File: src/iqs_cfg.svh
// Constants for the instruction queue status block
// Function
// Start needs at least three queued bytes
// Finish current instruction before next start
// Move code at E rise, start at fall
// Move codes: none, latch, advance bus/latch
// Start code zero when nothing starts
// Move code describes data at previous fall
// Start code describes cycle at that fall
// Two 16-bit stages plus holding latch
// Advance shifts stage one, reloads it
// Even uses high byte, odd low byte
// Only fetched data buffered, no addresses
// Trace logic rebuilds queue with addresses
// Nonzero start codes: interrupt, even, odd
`ifndef IQS_CFG_SVH
`define IQS_CFG_SVH

// ****************************************
// Codes on the status pair
// ****************************************
`define IQS_MV_NONE      2'h0
`define IQS_MV_LATCH     2'h1
`define IQS_MV_ADV_BUS   2'h2
`define IQS_MV_ADV_LATCH 2'h3
`define IQS_ST_NONE      2'h0
`define IQS_ST_INT       2'h1
`define IQS_ST_EVEN      2'h2
`define IQS_ST_ODD       2'h3

// ****************************************
// Widths and reset values
// ****************************************
`define IQS_WORD_W       16
`define IQS_WORD_RST     16'h0000
`define IQS_BYTE_RST     8'h00

// ****************************************
// Bus cycle clock timing
// ****************************************
`define IQS_REF_PERIOD_NS 10
`define IQS_BUS_CYCLE_CLOCK_HALF_NS  20
`define IQS_BUS_CYCLE_CLOCK_HALF_CYC ((`IQS_BUS_CYCLE_CLOCK_HALF_NS + `IQS_REF_PERIOD_NS - 1) / `IQS_REF_PERIOD_NS)
`define IQS_DIV_W         3

`endif

File: src/iqs_pkg.sv
// Types shared by the instruction queue status block
`default_nettype none
package iqs_pkg;
	typedef logic [1:0] iqs_code_t;
	typedef enum logic {IQS_PH_LOW, IQS_PH_HIGH} iqs_phase_t;
endpackage : iqs_pkg
`default_nettype wire

File: src/iqs_bus_cycle_clock_gen.sv
// Bus cycle clock divider with edge enable pulses
`timescale 1ns/100ps
`default_nettype none
`include "iqs_cfg.svh"
module iqs_bus_cycle_clock_gen (
	input  wire logic clk_i,
	input  wire logic srst_i,
	output logic      bus_cycle_clock_o,
	output logic      rise_o,
	output logic      fall_o
);
	logic [`IQS_DIV_W-1:0] cnt_q;
	logic                  bus_cycle_clock_q;
	logic                  term;

	// Half period can never be below one reference cycle
	assign term   = (cnt_q == `IQS_DIV_W'(`IQS_BUS_CYCLE_CLOCK_HALF_CYC - 1));
	assign rise_o = term & ~bus_cycle_clock_q;
	assign fall_o = term & bus_cycle_clock_q;
	assign bus_cycle_clock_o = bus_cycle_clock_q;

	always_ff @(posedge clk_i) begin
		if (srst_i) begin
			cnt_q  <= '0;
			bus_cycle_clock_q <= 1'b0;
		end else if (term) begin
			cnt_q  <= '0;
			bus_cycle_clock_q <= ~bus_cycle_clock_q;
		end else begin
			cnt_q  <= cnt_q + `IQS_DIV_W'(1);
		end
	end
endmodule : iqs_bus_cycle_clock_gen
`default_nettype wire

File: src/iqs_queue_status.sv
// Instruction prefetch queue with time-multiplexed status pair
`timescale 1ns/100ps
`default_nettype none
`include "iqs_cfg.svh"
module iqs_queue_status (
	input  wire logic                   REF_CLK_I,
	input  wire logic                   SRST_I,
	input  wire logic [`IQS_WORD_W-1:0] BUS_DATA_I,
	input  wire logic [1:0]             MOVE_REQ_I,
	input  wire logic [1:0]             START_REQ_I,
	input  wire logic                   FLUSH_I,
	input  wire logic                   INSN_DONE_I,
	output logic                        BUS_CYCLE_CLOCK_O,
	output logic [1:0]                  QUEUE_STATUS_PAIR_O,
	output logic [`IQS_WORD_W-1:0]      STAGE1_O,
	output logic [`IQS_WORD_W-1:0]      STAGE2_O,
	output logic [`IQS_WORD_W-1:0]      HOLD_LATCH_O,
	output logic                        QUEUE_READY_O,
	output logic                        EXEC_START_O,
	output logic [1:0]                  EXEC_KIND_O,
	output logic [7:0]                  OPCODE_O,
	output logic                        BUSY_O
);
	// ****************************************
	// Bus cycle clock
	// ****************************************
	logic bus_cycle_clock;
	logic rise_en;
	logic fall_en;

	iqs_bus_cycle_clock_gen u_bus_cycle_clock (
		.clk_i  (REF_CLK_I),
		.srst_i (SRST_I),
		.bus_cycle_clock_o (bus_cycle_clock),
		.rise_o (rise_en),
		.fall_o (fall_en)
	);

	// ****************************************
	// Queue storage
	// ****************************************
	// data only
	// Only fetched words are held; trace logic pairs them with addresses itself
	logic [`IQS_WORD_W-1:0] s1_q;
	logic [`IQS_WORD_W-1:0] s2_q;
	logic [`IQS_WORD_W-1:0] lat_q;
	logic [`IQS_WORD_W-1:0] bus_word_q;
	logic                   s1_v_q;
	logic                   s2_v_q;
	logic                   lat_v_q;
	iqs_pkg::iqs_code_t     move_q;
	iqs_pkg::iqs_code_t     start_q;
	iqs_pkg::iqs_code_t     pins_q;
	iqs_pkg::iqs_phase_t    phase_q;
	logic                   busy_q;
	logic                   exec_q;
	logic [1:0]             kind_q;
	logic [7:0]             opcode_q;

	// ****************************************
	// Decode
	// ****************************************
	logic                   advance;
	logic                   from_latch;
	logic                   bytes_ok;
	logic                   start_ok;
	logic                   code_start;
	iqs_pkg::iqs_code_t     move_ok;
	iqs_pkg::iqs_code_t     start_code;
	logic [`IQS_WORD_W-1:0] s1_src;
	logic [7:0]             start_byte;

	// movement legality
	// Loading from an empty or just flushed latch would feed stale data, so it degrades to no move
	assign move_ok    = (MOVE_REQ_I == `IQS_MV_ADV_LATCH && (!lat_v_q || FLUSH_I)) ? `IQS_MV_NONE : MOVE_REQ_I;
	assign advance    = (move_q == `IQS_MV_ADV_BUS) || (move_q == `IQS_MV_ADV_LATCH);
	assign from_latch = (move_q == `IQS_MV_ADV_LATCH);
	// stage one source
	assign s1_src     = from_latch ? lat_q : bus_word_q;
	// three bytes present
	// Both stages valid gives four bytes, or three from an odd start
	assign bytes_ok   = s1_v_q & s2_v_q;
	assign QUEUE_READY_O = bytes_ok;
	// no overlap
	assign code_start = (START_REQ_I != `IQS_ST_NONE) && !busy_q;
	// interrupt start needs no opcode bytes
	assign start_ok   = code_start && ((START_REQ_I == `IQS_ST_INT) || bytes_ok);
	// zero when idle
	assign start_code = start_ok ? START_REQ_I : `IQS_ST_NONE;
	// byte select
	assign start_byte = (start_q == `IQS_ST_ODD) ? s2_q[7:0] :
	                    (start_q == `IQS_ST_EVEN) ? s2_q[15:8] : `IQS_BYTE_RST;

	// ****************************************
	// Status pair multiplexing
	// ****************************************
	// time multiplexing
	// Pins change with the E edge itself, so each code holds through the whole phase that ends at the edge that latches it
	always_ff @(posedge REF_CLK_I) begin
		if (SRST_I) begin
			pins_q  <= `IQS_MV_NONE;
			phase_q <= iqs_pkg::IQS_PH_LOW;
		end else if (fall_en) begin
			pins_q  <= move_ok;
			phase_q <= iqs_pkg::IQS_PH_LOW;
		end else if (rise_en) begin
			pins_q  <= start_code;
			phase_q <= iqs_pkg::IQS_PH_HIGH;
		end
	end

	// sample at fall
	always_ff @(posedge REF_CLK_I) begin
		if (SRST_I) begin
			bus_word_q <= `IQS_WORD_RST;
			move_q     <= `IQS_MV_NONE;
		end else if (fall_en) begin
			bus_word_q <= BUS_DATA_I;
			move_q     <= move_ok;
		end
	end

	// ****************************************
	// Queue movement
	// ****************************************
	// stages and latch
	always_ff @(posedge REF_CLK_I) begin
		if (SRST_I) begin
			s1_q    <= `IQS_WORD_RST;
			s2_q    <= `IQS_WORD_RST;
			lat_q   <= `IQS_WORD_RST;
			s1_v_q  <= 1'b0;
			s2_v_q  <= 1'b0;
			lat_v_q <= 1'b0;
		end else if (fall_en && FLUSH_I) begin
			s1_v_q  <= 1'b0;
			s2_v_q  <= 1'b0;
			lat_v_q <= 1'b0;
		end else if (rise_en && move_q == `IQS_MV_LATCH) begin
			lat_q   <= bus_word_q;
			lat_v_q <= 1'b1;
		end else if (rise_en && advance) begin
			// advance queue
			s2_q    <= s1_q;
			s2_v_q  <= s1_v_q;
			s1_q    <= s1_src;
			s1_v_q  <= 1'b1;
			lat_v_q <= lat_v_q & ~from_latch;
		end
	end

	// ****************************************
	// Execution start
	// ****************************************
	// start at fall
	// The code shown in the high phase takes effect at the fall that ends it
	always_ff @(posedge REF_CLK_I) begin
		if (SRST_I) begin
			start_q <= `IQS_ST_NONE;
		end else if (rise_en) begin
			start_q <= start_code;
		end else if (fall_en) begin
			start_q <= `IQS_ST_NONE;
		end
	end

	// busy until done
	// A start at the fall wins over done in the same cycle; starts are only shown while not busy, so overlap can never appear
	always_ff @(posedge REF_CLK_I) begin
		if (SRST_I) begin
			busy_q   <= 1'b0;
			exec_q   <= 1'b0;
			kind_q   <= `IQS_ST_NONE;
			opcode_q <= `IQS_BYTE_RST;
		end else begin
			exec_q <= fall_en && (start_q != `IQS_ST_NONE);
			if (fall_en && start_q != `IQS_ST_NONE) begin
				busy_q   <= 1'b1;
				kind_q   <= start_q;
				opcode_q <= start_byte;
			end else if (INSN_DONE_I) begin
				busy_q   <= 1'b0;
			end
		end
	end

	assign BUS_CYCLE_CLOCK_O   = bus_cycle_clock;
	assign QUEUE_STATUS_PAIR_O = pins_q;
	assign STAGE1_O            = s1_q;
	assign STAGE2_O            = s2_q;
	assign HOLD_LATCH_O        = lat_q;
	assign EXEC_START_O        = exec_q;
	assign EXEC_KIND_O         = kind_q;
	assign OPCODE_O            = opcode_q;
	assign BUSY_O              = busy_q;
endmodule : iqs_queue_status
`default_nettype wire

File: config.mk
export PLATFORM = sky130hd
export DESIGN_NAME = iqs_queue_status
export DESIGN_NICKNAME = d
export VERILOG_FILES = /design/src/iqs_pkg.sv /design/src/iqs_bus_cycle_clock_gen.sv /design/src/iqs_queue_status.sv
export VERILOG_INCLUDE_DIRS = /design/src
export SDC_FILE = /design/constraint.sdc
export NUM_CORES = 1
export LEC_CHECK = 0
export ABC_AREA = 1
export BUFFER_PORTS_ARGS = -buffer_cell sky130_fd_sc_hd__buf_2
export CELL_PAD_IN_SITES_DETAIL_PLACEMENT = 1
export CELL_PAD_IN_SITES_GLOBAL_PLACEMENT = 1
export CORE_ASPECT_RATIO = 1.5
export CORE_MARGIN = 2
export CORE_UTILIZATION = 37
export DETAILED_ROUTE_END_ITERATION = 10
export HOLD_SLACK_MARGIN = 0.05
export PLACE_DENSITY = 0.75
export SLEW_MARGIN = 10
export SYNTH_ARGS = -nofsm -noshare
export SYNTH_HDL_FRONTEND = slang
export SYNTH_SLANG_ARGS = --single-unit
File: constraint.sdc
create_clock -name REF_CLK_I -period 1.5 [get_ports REF_CLK_I]
set_input_delay 0.15 -clock REF_CLK_I [delete_from_list [all_inputs] [get_ports REF_CLK_I]]
set_output_delay 0.15 -clock REF_CLK_I [all_outputs]
set_load 0.01 [all_outputs]
==> metrics.csv, run 1 <==
stage,metric,value,unit
floorplan,core area,9630,µm²
placement,placed inst area,4150,µm²
synthesis,async set-or-reset flop fraction in the synthesized netlist,0,
pwr,peak supply drop,0.807,mV
final_layout,fill cell count,1220,
floorplan,num rows,44,
floorplan,# IOs,88,
sta,clk_skew,0.0119,ns
final_layout,Area Overhead vs Synth,31.8,%
job,Max Cap Viol,0,
sta,Slew Limit Fails,0,
synthesis,Main synth FF type,dfxtp_1,
worst_setup_path,type of origin of the critical path,register,
sta,Rel. slew slack,0.506,
synthesis,post-synth top area share,0.490,
cts,CTS Root Buffer Type,clkbuf_16,
routing,via density per instance,4.87,
hold_path,hold_sp,INSN_DONE_I,
pwr,Final Power,0.00533,W
floorplan,Die W,84.9,µm
placement,Port-buffer cells,87,
floorplan,Initial Util,0.377,
placement,pre-CTS setup slack,-0.0908,ns
final_layout,layout cells sized above 1,0.248,
cts,clock latency on the worst-skew pair,0.34,ns
grt,largest net degree at the start of global routing,52,
sta,crit share post-route,0.973,
routing,WL met2,5530,µm
synthesis,register area share after synthesis,0.490,
hold_path,worst hold path class,input port to register,
routing,drt drc,0,
grt,Total GRT Usage,0.192,
synthesis,cell taking the most area after synthesis,dfxtp_1,
floorplan,Die H,125,µm
final_layout,NumNets Final,639,
pwr,Pleak,2.32,nW
synthesis,yosys synthesis warning count,0,
cts,Sinks on Clock Net,89,
pwr,Flop pwr share,0.466,
sta,Setup WS post-layout,0.0398,ns
worst_setup_path,crit path cell chain,ha_4 -> nand2_4 -> nor2_4 -> buf_6 -> nand2_8 -> buf_4 -> o21ai_1 -> nor2_1,
worst_setup_path,Critical path origin,u_bus_cycle_clock.cnt_q[0],
cts,CTS tree,done,
synthesis,Mapped Area,3640,µm²
worst_setup_path,Critical Path Slowest Stage Cell,dfxtp_2,
cts,H-tree Lvls,3,
sta,Final setup viols,0,
synthesis,Syn Area/Cell,7.21,µm²
floorplan,Die Footprint,10700,µm²
synthesis,distinct cell type count after synthesis,28,
synthesis,top post-synthesis cells by area,"dfxtp_1 49%, nor2_1 16%, o21ai_0 8.8%",
placement,HPWL Detailed,7220,µm
routing,met1 wire length,4280,µm
sta,Tmin final,1.46,ns
sta,worst-margin pin slew,0.741,ns
synthesis,"EDFF count, synth",0,
synthesis,syn_nets,530,
cts,"Reg clk slew, reported paths",0.07,ns
routing,routed wl met3,346,µm
sta,setup TNS,0,ns
grt,Overflow after GRT,0,
routing,average wire per standard cell,14.2,µm
cts,TritonCTS Buffers,9,
final_layout,final instance area,4790,µm²
final_layout,"non-filler cells, final",733,
final_layout,sequential cell area,1790,µm²
placement,placed cells,690,
final_layout,footprint of the multi-input gates,1640,µm²
pwr,clock share of power,0.441,
worst_setup_path,Critical R2R Launch,u_bus_cycle_clock.cnt_q[0],
placement,GP Congestion,0.804,
routing,final WL,10400,µm
run_status,status,"finished, final reports clean",
pwr,combinational power share,0.093,
worst_setup_path,Worst Path Arrival,1.69,ns
final_layout,n_diodes,0,
pwr,Net Sw Frac,0.242,
routing,vias,3573,
worst_setup_path,crit end category,register,
cts,Max clock buf depth,2,
worst_setup_path,largest fanout on the critical path,6,
grt,vias in the first global route,3601,
worst_setup_path,crit-path max cell delay,0.37,ns
grt,first-pass GRT wire length,16600,µm
routing,top routing layer in use,met4,
routing,initial DRC count,93,
pwr,Power Internal,0.00404,W
worst_setup_path,critical path type,register to register,
pwr,Power per Cell Area,1110,nW/µm²
grt,initial antenna violation count,0,
sta,final hold viol count,0,
routing,TritonRoute pass-1 iters,4,
routing,Antenna Nets Post-Route,0,
synthesis,Seq cells post-synth,89,
pwr,Switching Power,0.00129,W
sta,f_max,685,MHz
worst_setup_path,required time worst endpoint,1.73,ns
synthesis,Gate Count Post-Synth,504,
## cell usage after synthesis (2+ instances only)
master    instances
nor2_1          158
dfxtp_1          89
nand2_1          76
o21ai_0          64
nand3_1          36
inv_1            17
buf_2            14
a21oi_1           8
buf_4             5
buf_6             4
clkbuf_2          4
inv_2             4
o21ai_1           4
clkbuf_1          3
nand2_4           3
ha_1              2
nor2_4            2
## power groups by stage
stage | sequential (W) | combinational [W] | clock [W]
4_1_cts | 0.00248 | 0.000444 | 0.00240
6_report | 0.00249 | 0.000496 | 0.00235
3_3_place_gp | 0.00253 | 0.000379 | 0
2_1_floorplan | 0.00253 | 0.000251 | 0
3_5_place_dp | 0.00253 | 0.000392 | 0
5_1_grt | 0.00249 | 0.000555 | 0.00249
## flip-flops by register name, indices dropped and copies added (netlist names)
register	cells
EXEC_KIND_O	2
u_bus_cycle_clock.bus_cycle_clock_o	1
bus_word_q	16
OPCODE_O	8
s2_v_q	1
s1_v_q	1
BUSY_O	1
move_q	2
lat_v_q	1
EXEC_START_O	1
STAGE2_O	16
HOLD_LATCH_O	16
u_bus_cycle_clock.cnt_q	3
QUEUE_STATUS_PAIR_O	2
start_q	2
STAGE1_O	16
## kinds of logic (layout without fill, tap and decap cells)
logic type | Yosys count | count (layout) | synth area share
and+or+nand+nor | 279 | 280 | 0.313
DFF | 89 | 89 | 0.490
AOI/OAI and AO/OA | 79 | 79 | 0.111
buffers and inverters | 54 | 167 | 0.0764
adders and majority gates | 2 | 2 | 0.00688
xor gates and xnor gates | 1 | 1 | 0.00241
## through the flow
stage           util  hold slack (ns)
2_1_floorplan      -            0.285
3_3_place_gp   0.431            0.370
3_5_place_dp   0.431            0.378
4_1_cts        0.486           0.0767
5_1_grt        0.498            0.116
6_report       0.498           0.0855
## routing by layer
metal,GRT usage,up-vias
met5,0,-
met4,0.0635,0
met3,0.0396,18
met2,0.354,76
met1,0.216,1658
li1,-,1821
## critical path: cells and delay by family (launching register included)
family                   cells  cell delay, ns
flip-flops                   1            0.37
AND/OR/NAND/NOR              4            0.33
buffers and inverters        2            0.31
AO/OA/AOI/OAI                1            0.18
adder cells (fa/ha/maj)      1            0.16
## repair_timing
item | 4_1_cts | 5_1_grt
hold endpoints to repair | 16 | 0
setup endpoints to repair | 36 | 72
pin swaps | 2 | 1
hold buffers | 16 | 0
cloned | 0 | 2
resized for setup | 14 | 36
setup buffers | 5 | 4
## layout by cell type (no fill, tap or decap), types with 2 or more instances in the layout
cell type	n
o21ai_0	36
dfxtp_1	86
nand2_8	2
a21oi_1	8
o21ai_2	6
nand3_1	36
clkinv_4	2
o21ai_1	27
clkbuf_8	2
nor2_4	2
nor2_1	158
clkbuf_16	9
buf_6	3
nand2_1	76
inv_6	2
nand2_4	2
buf_2	87
dfxtp_2	3
inv_1	16
dlygate4sd3_1	16
inv_2	5
buf_4	18
## worst paths after layout
check	end	slack [ns]	cells past startpoint
setup / recovery	STAGE1_O[1]	0.04	8
hold / removal	BUSY_O	0.09	3
setup reg to reg	STAGE1_O[1]	0.04	8
hold reg to reg	u_bus_cycle_clock.cnt_q[0]	0.46	1
## cell type report
class                      instances  area share
clock buffer                      11      0.0527
clock inverter                     5      0.0128
inverter                          24      0.0219
multi-input combinational        362       0.341
sequential                        89       0.372
tap                              115      0.0300
timing repair buffer             126       0.167
timing repair inverter             1     0.00183
No activity file was read; power rests on OpenSTA's default activity.
==> run 2, diff against run 1 <==
--- a/config.mk
+++ b/config.mk
@@ -12,11 +12,12 @@
 export CELL_PAD_IN_SITES_GLOBAL_PLACEMENT = 1
 export CORE_ASPECT_RATIO = 1.5
 export CORE_MARGIN = 2
-export CORE_UTILIZATION = 37
+export CORE_UTILIZATION = 38
 export DETAILED_ROUTE_END_ITERATION = 10
 export HOLD_SLACK_MARGIN = 0.05
-export PLACE_DENSITY = 0.75
+export PLACE_DENSITY = 0.76
 export SLEW_MARGIN = 10
 export SYNTH_ARGS = -nofsm -noshare
 export SYNTH_HDL_FRONTEND = slang
+export SYNTH_HIERARCHICAL = 1
 export SYNTH_SLANG_ARGS = --single-unit
==> metrics.csv, run 2 <==
stage,metric,value,unit,change
placement,Port-buffer cells,87,,unchanged
cts,Max clock buf depth,2,,unchanged
floorplan,Die Footprint,9970,µm²,-6.4%
worst_setup_path,crit end category,register,,
synthesis,adder-cell share of the synthesized area,0.00718,,+0.000296
synthesis,async set-or-reset flop fraction in the synthesized netlist,0,,unchanged
worst_setup_path,worst r2r path cells,11,,+3
sta,Slew Limit Fails,0,,unchanged
routing,vias,3515,,-1.6%
final_layout,final instance area,4840,µm²,+0.89%
floorplan,Die H,121,µm,-3.3%
grt,Total GRT Usage,0.224,,+0.0316
routing,Antenna Nets Post-Route,0,,unchanged
pwr,peak supply drop,0.640,mV,-21%
final_layout,n_diodes,0,,unchanged
cts,clock latency on the worst-skew pair,0.34,ns,about the same
grt,vias in the first global route,3518,,-2.3%
synthesis,largest family of logic cells by synthesized area,compound AO/OA/AOI/OAI gates,,
grt,met1 Track Usage GR,0.248,,+0.0320
synthesis,post-synthesis compound-gate area fraction,0.225,,+0.115
final_layout,NumNets Final,593,,-7.2%
synthesis,Gate Count Post-Synth,452,,-10%
synthesis,post-synth top area share,0.511,,+0.0211
cts,CTS tree,done,,
pwr,Pleak,2.20,nW,-5.3%
synthesis,Mapped Area,3490,µm²,-4.1%
routing,drt drc,0,,unchanged
final_layout,Area Overhead vs Synth,38.7,%,
sta,Final setup viols,48,,+48
worst_setup_path,WP depth,11,,+3
synthesis,cell taking the most area after synthesis,dfxtp_1,,
grt,largest net degree at the start of global routing,74,,+42%
floorplan,# IOs,88,,unchanged
synthesis,"count leader, synth",dfxtp_1,,
synthesis,register area share after synthesis,0.511,,+0.0211
routing,average wire per standard cell,17.3,µm,+22%
synthesis,Synth Area in Simple Gates,0.165,,-0.148
sta,f_max,591,MHz,-14%
sta,Setup WS post-layout,-0.193,ns,-0.232 ns
grt,first-pass GRT wire length,16900,µm,+1.7%
synthesis,commonest cells in the netlist,"89 x dfxtp_1, 77 x a21oi_1, 60 x nor2_1, 51 x o21ai_0, 48 x nand2_1",,
synthesis,distinct cell type count after synthesis,22,,-21%
run_status,status,"finished, violations left",,
synthesis,Seq cells post-synth,89,,unchanged
floorplan,num rows,42,,-4.5%
hold_path,worst hold path class,input port to register,,
job,Max Cap Viol,0,,unchanged
synthesis,xor/xnor share of the synthesized area,0,,-0.00241
synthesis,yosys synthesis warning count,6,,+6
grt,GR Util met2,0.408,,+0.0539
sta,crit share post-route,1.13,,+0.155
floorplan,core area,8880,µm²,-7.8%
routing,via density per instance,5.17,,+6.0%
worst_setup_path,crit path cell chain,inv_2 -> ha_4 -> nand2_4 -> nor2_4 -> buf_6 -> nand2_4 -> buf_6 -> nor2_4 -> clkbuf_16 -> nor2_1 -> nor2_1,,
cts,H-tree Lvls,3,,unchanged
worst_setup_path,Worst Path Buf+Inv,4,,+2
grt,grt met3 use,0.0253,,-0.0143
cts,Sinks on Clock Net,89,,unchanged
cts,CTS Root Buffer Type,clkbuf_16,,
final_layout,layout cells sized above 1,0.365,,+0.117
worst_setup_path,type of origin of the critical path,register,,
worst_setup_path,"delay-heaviest family, CP",simple AND/OR/NAND/NOR gates,,
cts,TritonCTS Buffers,9,,unchanged
worst_setup_path,required time worst endpoint,1.77,ns,+0.04 ns
final_layout,Util after Layout,0.545,,+0.0470
placement,GP Congestion,0.773,,-3.9%
synthesis,Syn Area/Cell,7.71,µm²,+6.9%
worst_setup_path,Critical Path Slowest Stage Cell,dfxtp_2,,
pwr,Final Power,0.00530,W,-0.60%
grt,initial antenna violation count,0,,unchanged
grt,gr busiest metal,met2,,
sta,setup TNS,-4.69,ns,-4.69 ns
floorplan,Die W,82.2,µm,-3.2%
sta,final hold viol count,0,,unchanged
synthesis,syn_nets,478,,-9.8%
sta,worst-margin pin slew,0.386,ns,-0.356 ns
worst_setup_path,Worst Path Arrival,1.96,ns,+0.27 ns
routing,TritonRoute pass-1 iters,4,,unchanged
final_layout,"commonest cells after routing, fill and taps aside","87 x dfxtp_1, 87 x buf_2, 68 x a21oi_1",,
routing,initial DRC count,77,,-17%
worst_setup_path,largest fanout on the critical path,7,,+1
cts,"Reg clk slew, reported paths",0.06,ns,about the same
routing,final WL,11800,µm,+13%
sta,Tmin final,1.69,ns,+0.232 ns
placement,HPWL Detailed,7530,µm,+4.2%
floorplan,Initial Util,0.393,,+0.0151
synthesis,"EDFF count, synth",0,,unchanged
placement,placed inst area,4190,µm²,+0.90%
sta,clk_skew,0.00418,ns,-0.00776 ns
worst_setup_path,r2r setup slk,-0.19,ns,-0.23 ns
worst_setup_path,crit-path max cell delay,0.33,ns,-0.04 ns
hold_path,WHS Path Cells,3,,unchanged
sta,RSZ-0062 raised after global routing,yes,,
synthesis,post-synthesis mux area share,0,,unchanged
run_status,failing checks,negative setup slack,,
cts,Hold Buf Count CTS,0,,-16
worst_setup_path,critical path type,register to register,,
synthesis,top post-synthesis cells by area,"dfxtp_1 51%, a21oi_1 11%, o21ai_0 7.3%",,
synthesis,Main synth FF type,dfxtp_1,,
grt,Overflow after GRT,0,,unchanged
pwr,Power per Cell Area,1100,nW/µm²,-1.5%
sta,Rel. slew slack,0.742,,+0.236
## run 2: routing by layer
layer,part of all wire,vias to the layer above,routed length [µm]
li1,-,1707,-
met1,0.39,1696,4570
met2,0.55,82,6470
met3,0.029,30,347
met4,0.032,0,377
met5,0,-,0
## run 2: logic make-up (layout without fill, tap and decap cells)
family                     Yosys count  in the layout
AOI/OAI and AO/OA                  157            157
and+or+nand+nor                    133            134
DFF                                 89             89
buffers and inverters               71            188
adders and majority gates            2              2
## run 2: through the flow
step | worst slack, ns | instances | hold WS (ns)
5_1_grt | -0.264 | 680 | 0.0889
6_report | -0.193 | 680 | 0.0734
3_5_place_dp | -0.240 | 653 | 0.426
2_1_floorplan | 0.00163 | 452 | 0.313
4_1_cts | -0.0993 | 673 | 0.0706
3_3_place_gp | -0.111 | 653 | 0.406
## run 2: worst reg2reg max path, delay by kind of cell (launching register included)
kind	cells	cell delay (ns)
AND/OR/NAND/NOR	6	0.61
flip-flops	1	0.33
adder cells (fa/ha/maj)	1	0.15
buffers and inverters	4	0.53
## run 2: worst paths after layout
check                                       to                  startpoint
worst max-delay path              STAGE2_O[15]  u_bus_cycle_clock/cnt_q[1]
worst min-delay path            bus_word_q[10]              BUS_DATA_I[10]
worst max register to register    STAGE2_O[15]  u_bus_cycle_clock/cnt_q[1]
worst min register to register  EXEC_KIND_O[0]              EXEC_KIND_O[0]
## run 2: timing repair
action                                  CTS  global route
endpoints found under the setup margin   80            74
resized for setup                        40            44
setup buffers                             5             4
cloned                                    1             3
pin swaps                                 5            15
## run 2: power by group
group / leakage (nW) / internal [W] / switching, W / total, W
combinational: 1.33 / 0.000204 / 0.000269 / 0.000473
sequential: 0.719 / 0.00243 / 0.0000638 / 0.00249
clock: 0.148 / 0.00143 / 0.000897 / 0.00233
total: 2.20 / 0.00407 / 0.00123 / 0.00530
## run 2: cell type report
cell class              count  area, µm²
inverters                  48        191
multi-input cells         293       1570
clock buffers              10        229
repair inverters            1       6.26
repair buffers            125        843
fillers                  1100       4050
well taps                 110        138
flip-flops and latches     89       1780
clock inverters             4       70.1
==> run 3, diff against run 2 <==
--- a/config.mk
+++ b/config.mk
@@ -16,6 +16,7 @@
 export DETAILED_ROUTE_END_ITERATION = 10
 export HOLD_SLACK_MARGIN = 0.05
 export PLACE_DENSITY = 0.76
+export SKIP_CTS_REPAIR_TIMING = 1
 export SLEW_MARGIN = 10
 export SYNTH_ARGS = -nofsm -noshare
 export SYNTH_HDL_FRONTEND = slang
==> metrics.csv, run 3 (synthesis results as in run 2) <==
stage,metric,value,unit,change
final_layout,layout cells sized above 1,0.363,,-0.00175
floorplan,Die W,82.2,µm,unchanged
sta,setup TNS,-8.82,ns,-4.13 ns
floorplan,num rows,42,,unchanged
pwr,Power Internal,0.00406,W,-0.14%
routing,Antenna Nets Post-Route,0,,unchanged
floorplan,Die Footprint,9970,µm²,unchanged
routing,final WL,12000,µm,+2.1%
worst_setup_path,type of origin of the critical path,register,,
worst_setup_path,crit end category,register,,
worst_setup_path,critical path type,register to register,,
pwr,Switching Power,0.00125,W,+1.4%
placement,GP Congestion,0.773,,unchanged
worst_setup_path,required time worst endpoint,1.77,ns,about the same
sta,clk_skew,0.00592,ns,+0.00175 ns
final_layout,NumNets Final,593,,unchanged
floorplan,# IOs,88,,unchanged
cts,"Reg clk slew, reported paths",0.06,ns,about the same
floorplan,Die H,121,µm,unchanged
grt,Total GRT Usage,0.213,,-0.0103
grt,first-pass GRT wire length,16100,µm,-4.5%
final_layout,Area Overhead vs Synth,39.9,%,
final_layout,"commonest cells after routing, fill and taps aside","87 x dfxtp_1, 87 x buf_2, 69 x a21oi_1",,
sta,f_max,566,MHz,-4.3%
pwr,Net Sw Frac,0.235,,+0.00280
routing,TritonRoute pass-1 iters,4,,unchanged
sta,crit share post-route,1.18,,+0.0504
job,Max Cap Viol,0,,unchanged
sta,RSZ-0062 raised after global routing,yes,,
grt,Overflow after GRT,0,,unchanged
sta,Hold Worst Slack,0.0734,ns,+0.00000240 ns
final_layout,n_diodes,0,,unchanged
placement,Port-buffer cells,87,,unchanged
pwr,Flop pwr share,0.470,,about the same
pwr,Pleak,2.20,nW,about the same
grt,met1 Track Usage GR,0.234,,-0.0140
sta,worst-margin pin slew,0.376,ns,-0.00996 ns
sta,Setup WS post-layout,-0.268,ns,-0.0756 ns
routing,average wire per standard cell,17.7,µm,+2.1%
grt,vias in the first global route,3433,,-2.4%
sta,Slew Limit Fails,0,,unchanged
final_layout,fill cell count,1102,,+0.18%
sta,final hold viol count,0,,unchanged
final_layout,Util after Layout,0.549,,+0.00465
sta,Final setup viols,55,,+15%
routing,drt drc,0,,unchanged
floorplan,Initial Util,0.393,,unchanged
sta,Tmin final,1.77,ns,+0.0756 ns
worst_setup_path,"delay-heaviest family, CP",simple AND/OR/NAND/NOR gates,,
cts,H-tree Lvls,3,,unchanged
worst_setup_path,Worst Path Arrival,2.04,ns,+0.08 ns
worst_setup_path,Critical Path Slowest Stage Cell,dfxtp_2,,
grt,GR Util met2,0.388,,-0.0202
cts,clock latency on the worst-skew pair,0.34,ns,about the same
grt,largest net degree at the start of global routing,74,,unchanged
placement,HPWL Detailed,7530,µm,unchanged
routing,initial DRC count,86,,+12%
worst_setup_path,largest fanout on the critical path,8,,+1
worst_setup_path,crit path cell chain,inv_2 -> ha_4 -> nand2_4 -> nor2_4 -> nand2_2 -> buf_6 -> nor2_4 -> buf_12 -> o21ai_1 -> a21oi_1,,
worst_setup_path,crit-path max cell delay,0.34,ns,about the same
grt,grt met3 use,0.0342,,+0.00893
run_status,failing checks,negative setup slack,,
routing,vias,3510,,-0.14%
cts,CTS Root Buffer Type,clkbuf_16,,
grt,gr busiest metal,met2,,
routing,via density per instance,5.16,,-0.14%
worst_setup_path,Worst Path Buf+Inv,3,,-1
pwr,combinational power share,0.085,,-0.004
cts,Sinks on Clock Net,89,,unchanged
sta,Rel. slew slack,0.749,,+0.00667
floorplan,core area,8880,µm²,unchanged
hold_path,worst hold path class,input port to register,,
pwr,clock share of power,0.445,,+0.005
pwr,peak supply drop,0.671,mV,+4.8%
run_status,status,"finished, violations left",,
grt,initial antenna violation count,0,,unchanged
cts,CTS tree,done,,
cts,TritonCTS Buffers,9,,unchanged
pwr,Power per Cell Area,1090,nW/µm²,-0.62%
worst_setup_path,Crit path top cell by count,nor2_4,,
cts,Max clock buf depth,2,,unchanged
run 3: changes by cell type in the layout (fill, tap and decap cells not counted), moves of 2 or more:
cell,before,now
o21ai_0,33,42
o21ai_2,13,10
o21ai_1,34,28
buf_8,0,2
a21oi_2,9,6
a21oi_4,0,2
nor2_1,50,46
buf_4,23,21
nor2_2,17,20
run 3: area by class of cell:
class	instances	area, µm²	share of cell area
clock inverters	4	70.1	0.0144
multi-input cells	293	1580	0.325
clock buffers	10	229	0.0469
repair inverters	1	8.76	0.00180
well taps	110	138	0.0282
flip-flops and latches	89	1780	0.366
inverters	48	191	0.0393
repair buffers	125	872	0.179
run 3: power by group through the flow:
stage	combinational [W]	sequential (W)	clock, W
after floorplan	0.000210	0.00253	0
after global placement	0.000353	0.00253	0
after detailed placement	0.000368	0.00254	0
after CTS	0.000373	0.00249	0.00236
after global routing	0.000496	0.00250	0.00248
final	0.000454	0.00250	0.00236
run 3: stage by stage:
stage,area (µm²),std cells,worst slack [ns],total power [W]
global route,4880,680,-0.326,0.00548
global placement,4190,653,-0.111,0.00289
detailed placement,4190,653,-0.240,0.00290
CTS,4490,667,-0.274,0.00522
floorplan,3490,452,0.00163,0.00274
finish,4880,680,-0.268,0.00531
run 3: worst reg2reg max path, stage by stage, from the launching register on:
cell and delay (ns):
dfxtp_2 0.34, inv_2 0.07, ha_4 0.16, nand2_4 0.06
nor2_4 0.19, nand2_2 0.11, buf_6 0.13, nor2_4 0.23
buf_12 0.18, o21ai_1 0.07, a21oi_1 0.15
run 3: per-layer routing:
metal / wire length, µm / share of wire
met5: 0 / 0
met3: 317 / 0.026
met4: 286 / 0.024
met2: 6660 / 0.55
met1: 4750 / 0.40
run 3: final timing paths:
check             cells past startpoint                       start        endpoint  slack [ns]
setup / recovery                     10  u_bus_cycle_clock/cnt_q[1]    STAGE1_O[12]       -0.27
hold / removal                        3              BUS_DATA_I[10]  bus_word_q[10]        0.07
setup reg to reg                     10  u_bus_cycle_clock/cnt_q[1]    STAGE1_O[12]       -0.27
hold reg to reg                       2              EXEC_KIND_O[0]  EXEC_KIND_O[0]        0.48
